[config.mk]
export PLATFORM = sky130hd
export DESIGN_NAME = bcd_commutator
export DESIGN_NICKNAME = d
export VERILOG_FILES = /design/src/core/bcd_pkg.sv /design/src/core/bcd_sector_decode.sv /design/src/core/bcd_commutator.sv
export SDC_FILE = /design/constraint.sdc
export NUM_CORES = 1
export LEC_CHECK = 0
export BUFFER_PORTS_ARGS = -buffer_cell sky130_fd_sc_hd__buf_2
export CELL_PAD_IN_SITES_DETAIL_PLACEMENT = 1
export CELL_PAD_IN_SITES_GLOBAL_PLACEMENT = 1
export CORE_UTILIZATION = 39
export CTS_CLUSTER_SIZE = 20
export DETAILED_ROUTE_END_ITERATION = 16
export HOLD_SLACK_MARGIN = 0.1
export PLACE_DENSITY_LB_ADDON = 0.1
export SLEW_MARGIN = 20
export SYNTH_ARGS = -nofsm -noshare
export SYNTH_HDL_FRONTEND = slang
export SYNTH_SLANG_ARGS = --single-unit
[constraint.sdc]
create_clock -name clock -period 3.06 [get_ports clock]
set_input_delay 0.306 -clock clock [delete_from_list [all_inputs] [get_ports clock]]
set_output_delay 0.306 -clock clock [all_outputs]
set_load 0.01 [all_outputs]
[src/core/bcd_pkg.sv]
package bcd_pkg;

  // ==========================================================
  // Sensor code values (hall_in_1 is the most significant bit).
  // ==========================================================
  localparam logic [2:0] BCD_CODE_100 = 3'h4;  // Code 100.
  localparam logic [2:0] BCD_CODE_110 = 3'h6;  // Code 110.
  localparam logic [2:0] BCD_CODE_111 = 3'h7;  // Code 111.
  localparam logic [2:0] BCD_CODE_011 = 3'h3;  // Code 011.
  localparam logic [2:0] BCD_CODE_001 = 3'h1;  // Code 001.
  localparam logic [2:0] BCD_CODE_000 = 3'h0;  // Code 000.
  localparam logic [2:0] BCD_CODE_010 = 3'h2;  // Code 010.
  localparam logic [2:0] BCD_CODE_101 = 3'h5;  // Code 101.

  // ==========================================================
  // Phase one-hot patterns, bit 0 is phase 1.
  // ==========================================================
  localparam logic [2:0] BCD_PH1  = 3'h1;  // Phase 1 selected.
  localparam logic [2:0] BCD_PH2  = 3'h2;  // Phase 2 selected.
  localparam logic [2:0] BCD_PH3  = 3'h4;  // Phase 3 selected.
  localparam logic [2:0] BCD_NONE = 3'h0;  // No phase selected.

  // ==========================================================
  // Reset values of the drive outputs (all switches off).
  // ==========================================================
  localparam logic [2:0] BCD_UPPER_N_RST = 3'h7;  // Upper is active low.
  localparam logic [2:0] BCD_LOWER_RST   = 3'h0;  // Lower is active high.

  // ==========================================================
  // Timing of the clock and the recommended PWM timebase.
  // ==========================================================
  localparam int BCD_CLK_HZ     = 40000000;  // System clock rate.
  localparam int BCD_PWM_MIN_HZ = 20000;     // Lowest advised PWM rate.
  localparam int BCD_PWM_MAX_HZ = 30000;     // Highest advised PWM rate.
  // Advised spacing of cycle starts, in clock cycles.
  localparam int BCD_PWM_MAX_CYC = BCD_CLK_HZ / BCD_PWM_MIN_HZ;
  localparam int BCD_PWM_MIN_CYC =
    (BCD_CLK_HZ + BCD_PWM_MAX_HZ - 1) / BCD_PWM_MAX_HZ;

  // ==========================================================
  // Sampled input bundle.
  // ==========================================================
  typedef struct packed {
    logic [2:0] hall;       // Sensor code.
    logic       fwd;        // Forward direction.
    logic       sel_60;     // Sensor spacing select.
    logic       en;         // Enable level.
    logic       en_driven;  // Enable is being driven.
    logic       oc;         // Overcurrent flag.
    logic       start;      // Oscillator cycle start.
    logic       pwm_end;    // PWM compare end.
  } bcd_in_s;

  // Drive output bundle.
  typedef struct packed {
    logic [2:0] upper_n;  // Upper drives, active low.
    logic [2:0] lower;    // Lower drives, active high.
  } bcd_drive_s;

endpackage : bcd_pkg

[src/core/bcd_sector_decode.sv]
// Combinational rotor position decoder: code to phase pair.
module bcd_sector_decode
  import bcd_pkg::*;
(
  // Sensor code and mode.
  input  wire logic [2:0] hall_code,
  input  wire logic       sel_60,
  input  wire logic       fwd,
  // Decoded position.
  output logic            code_valid,
  output logic [2:0]      upper_on,
  output logic [2:0]      lower_on
);

  // ==========================================================
  // Sector lookup: bit 3 is valid, bits 2:0 the sector index.
  // ==========================================================
  // Codes outside the selected set come from a broken sensor line.
  function automatic logic [3:0] sector_of(input logic [2:0] c,
                                           input logic       s60);
    logic [3:0] r;
    r = 4'h0;
    unique case (c)
      BCD_CODE_100: r = 4'h8;
      BCD_CODE_110: r = 4'h9;
      BCD_CODE_111: r = s60 ? 4'ha : 4'h0;
      BCD_CODE_010: r = s60 ? 4'h0 : 4'ha;
      BCD_CODE_011: r = 4'hb;
      BCD_CODE_001: r = 4'hc;
      BCD_CODE_000: r = s60 ? 4'hd : 4'h0;
      BCD_CODE_101: r = s60 ? 4'h0 : 4'hd;
    endcase
    return r;
  endfunction : sector_of

  // Forward pair per sector, upper in bits 5:3, lower in 2:0.
  function automatic logic [5:0] pair_of(input logic [2:0] sec);
    logic [5:0] p;
    p = {BCD_NONE, BCD_NONE};
    unique case (sec)
      3'h0: p = {BCD_PH1, BCD_PH3};
      3'h1: p = {BCD_PH2, BCD_PH3};
      3'h2: p = {BCD_PH2, BCD_PH1};
      3'h3: p = {BCD_PH3, BCD_PH1};
      3'h4: p = {BCD_PH3, BCD_PH2};
      3'h5: p = {BCD_PH1, BCD_PH2};
      default: p = {BCD_NONE, BCD_NONE};
    endcase
    return p;
  endfunction : pair_of

  // ==========================================================
  // Decode wires.
  // ==========================================================
  wire logic [3:0] sec_w  = sector_of(hall_code, sel_60);
  wire logic [5:0] pair_w = pair_of(sec_w[2:0]);

  // Invalid codes select no phase at all.
  assign code_valid = sec_w[3];
  // Reverse swaps upper and lower of each same phase.
  assign upper_on = !code_valid ? BCD_NONE :
                    (fwd ? pair_w[5:3] : pair_w[2:0]);
  assign lower_on = !code_valid ? BCD_NONE :
                    (fwd ? pair_w[2:0] : pair_w[5:3]);

endmodule : bcd_sector_decode

[src/core/bcd_commutator.sv]
module bcd_commutator
  import bcd_pkg::*;
(
  // Clock and reset.
  input  wire logic clock,
  input  wire logic reset,
  // Rotor position sensors.
  input  wire logic hall_in_1,
  input  wire logic hall_in_2,
  input  wire logic hall_in_3,
  // Mode and run control.
  input  wire logic dir_forward,
  input  wire logic spacing_sel_60,
  input  wire logic enable_in,
  input  wire logic enable_driven,
  // Cycle timing and protection.
  input  wire logic cycle_start,
  input  wire logic pwm_compare_end,
  input  wire logic overcurrent,
  // Switch drives.
  output logic      upper_drive_phase1,
  output logic      upper_drive_phase2,
  output logic      upper_drive_phase3,
  output logic      lower_drive_phase1,
  output logic      lower_drive_phase2,
  output logic      lower_drive_phase3
);

  // ==========================================================
  // Input sampling.
  // ==========================================================
  bcd_in_s    in_reg;       // Inputs taken on the last edge.
  bcd_in_s    in_next;      // Inputs as seen now.
  logic       pwm_lat_reg;  // Latch ended by the PWM compare.
  logic       oc_lat_reg;   // Latch ended by overcurrent.
  bcd_drive_s drv_reg;      // Registered drive outputs.

  assign in_next = '{hall: {hall_in_1, hall_in_2, hall_in_3},
                     fwd: dir_forward, sel_60: spacing_sel_60,
                     en: enable_in, en_driven: enable_driven,
                     oc: overcurrent, start: cycle_start,
                     pwm_end: pwm_compare_end};

  // Every input passes one register before use.
  always_ff @(posedge clock)
  begin
    if (reset)
      in_reg <= '0;
    else
      in_reg <= in_next;
  end

  // ==========================================================
  // Position decode.
  // ==========================================================
  logic       dec_valid;  // Sampled code is a valid position.
  logic [2:0] dec_upper;  // Upper phase to switch on.
  logic [2:0] dec_lower;  // Lower phase to switch on.

  bcd_sector_decode u_decode (
    .hall_code  (in_reg.hall),
    .sel_60     (in_reg.sel_60),
    .fwd        (in_reg.fwd),
    .code_valid (dec_valid),
    .upper_on   (dec_upper),
    .lower_on   (dec_lower)
  );

  // A floating enable pin is pulled up, so undriven means run.
  wire logic run_w = !in_reg.en_driven || in_reg.en;

  // ==========================================================
  // Dual latch pulse control.
  // ==========================================================
  // Both latches are set only by a cycle start, so a pulse that
  // ended cannot restart before the next cycle. A reset event
  // beats a set in the same cycle: an overcurrent still present
  // at a cycle start must keep the switches off.
  wire logic oc_lat_next  = in_reg.oc ? 1'b0 :
                            (in_reg.start ? 1'b1 : oc_lat_reg);
  wire logic pwm_lat_next = in_reg.pwm_end ? 1'b0 :
                            (in_reg.start ? 1'b1 : pwm_lat_reg);

  // Latch registers.
  always_ff @(posedge clock)
  begin
    if (reset)
    begin
      oc_lat_reg  <= 1'b0;
      pwm_lat_reg <= 1'b0;
    end
    else
    begin
      oc_lat_reg  <= oc_lat_next;
      pwm_lat_reg <= pwm_lat_next;
    end
  end

  // ==========================================================
  // Drive gating.
  // ==========================================================
  // Uppers follow overcurrent only; PWM chops the lowers alone.
  wire logic upper_ok_w = dec_valid && run_w && oc_lat_next;
  wire logic lower_ok_w = upper_ok_w && pwm_lat_next;

  // An off switch takes its reset level, so idle and reset look
  // the same to the bridge and no leg is left half driven.
  wire logic [2:0] upper_n_w = upper_ok_w ? ~dec_upper
                                          : BCD_UPPER_N_RST;
  wire logic [2:0] lower_w   = lower_ok_w ? dec_lower
                                          : BCD_LOWER_RST;
  bcd_drive_s      drv_next;  // Drive pattern for the next edge.

  // One assignment fills the whole bundle, so it has one driver.
  assign drv_next = '{upper_n: upper_n_w, lower: lower_w};

  // Drive register; outputs come straight from it.
  always_ff @(posedge clock)
  begin
    if (reset)
      drv_reg <= '{upper_n: BCD_UPPER_N_RST, lower: BCD_LOWER_RST};
    else
      drv_reg <= drv_next;
  end

  assign upper_drive_phase1 = drv_reg.upper_n[0];
  assign upper_drive_phase2 = drv_reg.upper_n[1];
  assign upper_drive_phase3 = drv_reg.upper_n[2];
  assign lower_drive_phase1 = drv_reg.lower[0];
  assign lower_drive_phase2 = drv_reg.lower[1];
  assign lower_drive_phase3 = drv_reg.lower[2];
endmodule : bcd_commutator

* Yosys cells after proc, flatten, opt, wreduce, memory -nomap -nowiden
Cells that the tools add are included. W data, S select, Z words.
Operators by class: $add $sub $neg 0, $mul 0, divide/modulo/power cells 0, magnitude comparators 0, equality and inequality tests 12, shifts and indexed selects 0, multiplexer cells 13, bitwise logic cells 4, reduce and logical (&&, ||, !) cells 9
Operator list (number):
- $pmux W6 S6 | 1
- $pmux W4 S8 | 1
- $eq A3 B3 Y1 const B | 6
- $mux W4 | 4
- $eq A3 B2 Y1 const B | 4
- $mux W3 | 3
- $eq A3 B1 Y1 const B | 2
- $logic_not A3 Y1 | 2
- $mux W1 | 4
- $logic_and A1 B1 Y1 | 3
- $not A1 Y1 | 3
- $not A3 Y3 | 1
- $reduce_or A3 Y1 | 1
- $reduce_or A2 Y1 | 1
- $logic_not A1 Y1 | 1
- $logic_or A1 B1 Y1 | 1
Storage, ports and cells: register bits after elaboration 18, bits in latches 0, bits in writable memories 0, memory bits (read-only) 0, output and inout port bits 6, memories 0

* Logic depth before layout (Yosys ltp)
depth after elaboration 7, depth in mapped cells 3, gate-level depth less buffers 3

* Cells and area by module
From an unflattened synthesis, not the netlist that was laid out.
Unflattened totals: cells, all modules 63, area, all modules 646.9 µm²
By module, submodules not included:
- bcd_commutator | instances 1, cells each 43, area an instance 504.2 µm², sequential area each 360.3 µm²
- bcd_sector_decode | instances 1, cells each 20, area an instance 142.6 µm², sequential area each 0.0 µm²

* Worst setup path before layout
Ideal clock, no wire load.
path type input to register, start input port reset, end register drv_reg (netlist bit lower_drive_phase1), setup time 0.088 ns, data arrival time 1.073 ns, path slack 1.899 ns, stages 3, buffers on the path 0, path through or2_4 > a2111o_1 > a311oi_2
On the way: cells in the longest elaborated chain, start to end 1
Ends and longest elaborated chain:
- from (decl) | line bcd_commutator.sv:6 | input wire logic reset,
- $reduce_or A3 Y1 (no source line)
- to (signal assigned) | line bcd_commutator.sv:121 | drv_reg <= '{upper_n: BCD_UPPER_N_RST, lower: BCD_LOWER_RST};
- to (signal assigned) | line bcd_commutator.sv:123 | drv_reg <= drv_next;
- to (decl) | line bcd_commutator.sv:36 | bcd_drive_s drv_reg;
Every way passes these cells. A chain may end at the register's enable or synchronous reset.

* Worst setup path after layout
start register in_reg[7] in the netlist's numbering, end register drv_reg (netlist bit lower_drive_phase1)
On the way: cells in the longest elaborated chain, start to end 7
Ends and longest elaborated chain:
- from (decl) | line bcd_commutator.sv:32 | bcd_in_s in_reg;
- from (signal assigned) | line bcd_commutator.sv:50 | in_reg <= in_next;
- $eq A3 B3 Y1, or another cell as far along | line bcd_sector_decode.sv:23 | unique case (c)
- $pmux W4 S8 * | line bcd_sector_decode.sv:23
- parallel branches: the longest is 5 deep, another holds $pmux W6 S6
Mark *: on every way between the ends.

==> flow_metrics.tcl <==
set metrics [dict create \
    status "complete, no violations" \
    avgSynthCellArea_um2 9.901 \
    synth_area_um2 683.2 \
    core_area_um2 1577 \
    irDropWorstVdd_mv 0.2311 \
    p_leak_nw 0.3428 \
    port_buffers 17 \
    end_kind "flop" \
    ctsHoldBuffers 0 \
    yosysUniqueCellTypes 28 \
    ys.flop_type "dfxtp_1" \
    routedWlPerCell_um 12.52 \
    grt_pass1_wl_um 2173 \
    path_cells "nor2b_1 > nand3_1 > a311oi_2" \
    yosys_warnings 0 \
    drcViolationCount 0 \
    drv_slew 0 \
    vias_per_cell 5.219 \
    startpoint "in_reg[7]$_SDFF_PP0_" \
    fin_crit_sh_pct 43.09 \
    postPlaceCellArea_um2 784.5 \
    crit_arrival_ns 1.52 \
    max_stage_delay_ns 0.48 \
    nFillCells 204 \
    die_h_um 43.86 \
    drive_gt1_share_pct 28.09 \
    ios 18 \
    cp.required_ns 3.26 \
    clockBufferDepth 2 \
    drtIter0Drc 9 \
    clkTransAtPathRegs_ns 0.10 \
    cts_resized 0 \
    die-area_um2 1923 \
    synth_top_cell_by_area "dfxtp_1" \
    drt_first_pass_iters 6 \
    antenna_found_initial 0 \
    r2r_setup_slack_ns 1.74 \
    synth_top_cells_by_count "dfxtp_1, nor2b_1, nand2_1, nor2_1" \
    ant_nets 0 \
    netlist_instances 69 \
    crit_path_top_delay_cell "dfxtp_1" \
    cp_max_fo 8 \
    total_power_w 0.0004371 \
    initial_core_util_pct 43.33 \
    worst_setup_path_start_kind "flop" \
    clock_latency_ns 0.29 \
    synth_edf_count 0 \
    seq_area_um2 360.3 \
    rows 14 \
    hp-start "hall_in_1" \
    gr-total-overflow 0 \
    totalWireLength_um 1315 \
    grt_usage_pct 16.19 \
    cts_made_buffers 3 \
    max-slew-margin-rel_pct 77.51 \
    gp_congestion 0.7295 \
    grt_max_degree 13 \
    synthTopCellsByArea "dfxtp_1, nor2b_1, o21ai_0, a311oi_2, nand2_1" \
    fp.dieW_um 43.86 \
    hold_path.class "input port to flop" \
    cts_tree "done" \
    cts_setup_buffers 0 \
    layout.nets 102 \
    vias 548 \
    antenna_cells 0 \
    area_growth_syn_to_layout_pct 20.15 \
    clock_skew_ns 0.001544 \
    clockRootBuffer "clkbuf_4" \
    worst_hold_slack_ns 0.2143 \
    rsz0062_at_grt "false" \
    min_period_ns 1.319 \
    fin_area_um2 820.8 \
    async_flop_share_pct 0 \
    multi_input_area_um2 307.8 \
    synth_nets 81 \
    cts_max_level 1 \
    tightest_slew_ns 0.3353 \
    path_class "flop to flop" \
    finalSetupViolCount 0 \
    worstReg2RegStart "in_reg[7]$_SDFF_PP0_" \
    fmax_ghz 0.7583 \
    cap_violations 0 \
    yosysMostFrequentCell "dfxtp_1" \
    tns_ns 0 \
    dpl.hpwl_um 1043 \
    synth_top_area_share_pct 52.75 \
    largest_reg_flops 10 \
    synth-seq-cells 18 \
    powerDensity_nw_per_um2 532.6 \
    yosysSeqAreaShare_pct 52.75 \
    grt_pass1_vias 504 \
    clock-sinks 18 \
    hold_violations 0 \
]
-- logic make-up (layout without fill, tap and decap cells) --
| group | Yosys count | count (layout) | synth area share (%) |
|---|---|---|---|
| simple gates | 31 | 31 | 26.56 |
| flops | 18 | 18 | 52.75 |
| compound gates | 14 | 14 | 15.75 |
| buf+inv | 4 | 24 | 2.197 |
| xor+xnor | 1 | 1 | 1.282 |
| mux | 1 | 1 | 1.465 |
-- area by class of cell --
cell class / instances / area share, %
Clock buffer: 4 / 4.421
Inverter: 3 / 1.372
Multi-Input combinational cell: 47 / 37.50
Sequential cell: 18 / 43.90
Tap cell: 16 / 2.439
Timing Repair Buffer: 17 / 10.37
-- path summary, 6_finish.rpt --
| path | to | cells past startpoint |
|---|---|---|
| setup / recovery | lower_drive_phase1$_SDFF_PP0_ | 3 |
| hold / removal | in_reg[9]$_SDFF_PP0_ | 2 |
| setup reg to reg | lower_drive_phase1$_SDFF_PP0_ | 3 |
| hold reg to reg | oc_lat_reg$_SDFF_PP0_ | 2 |
-- critical path: cells and delay by family (launching register included) --
kind	cells	cell delay, ns
AO/OA/AOI/OAI	1	0.24
AND/OR/NAND/NOR	2	0.52
flip-flops	1	0.48
-- power breakdown --
| part | internal [W] | total (W) | switching, W |
|---|---|---|---|
| Combinational | 0.0000208 | 0.0000394 | 0.0000186 |
| Sequential | 0.000244 | 0.000252 | 0.00000793 |
| Clock | 0.0000725 | 0.000146 | 0.0000735 |
-- metrics by stage --
stage	util [%]	std cells	setup WS, ns
after global placement	49.76	101	1.683
after detailed placement	49.76	101	1.591
after CTS	52.06	105	1.772
after floorplan	-	69	1.899
after global routing	52.06	105	1.664
final	52.06	105	1.741
-- layout by cell type (no fill, tap or decap), types with 2 or more instances in the layout --
cell type,instances
a21oi_1,2
buf_2,17
clkbuf_4,3
dfxtp_1,18
inv_1,3
nand2_1,4
nand2b_1,2
nor2_1,4
nor2b_1,11
nor3b_1,2
o211ai_1,2
o21ai_0,3
-- metal layers --
metal / share of wire [%] / global-route usage, % / vias up / routed length, um
met5: 0 / 0 / - / 0
li1: - / - / 275 / -
met2: 47 / 26.57 / 19 / 621
met1: 45 / 18.65 / 249 / 590
met3: 5.4 / 5.000 / 5 / 71
met4: 2.4 / 9.091 / 0 / 31
No activity file was read; power rests on OpenSTA's default activity.
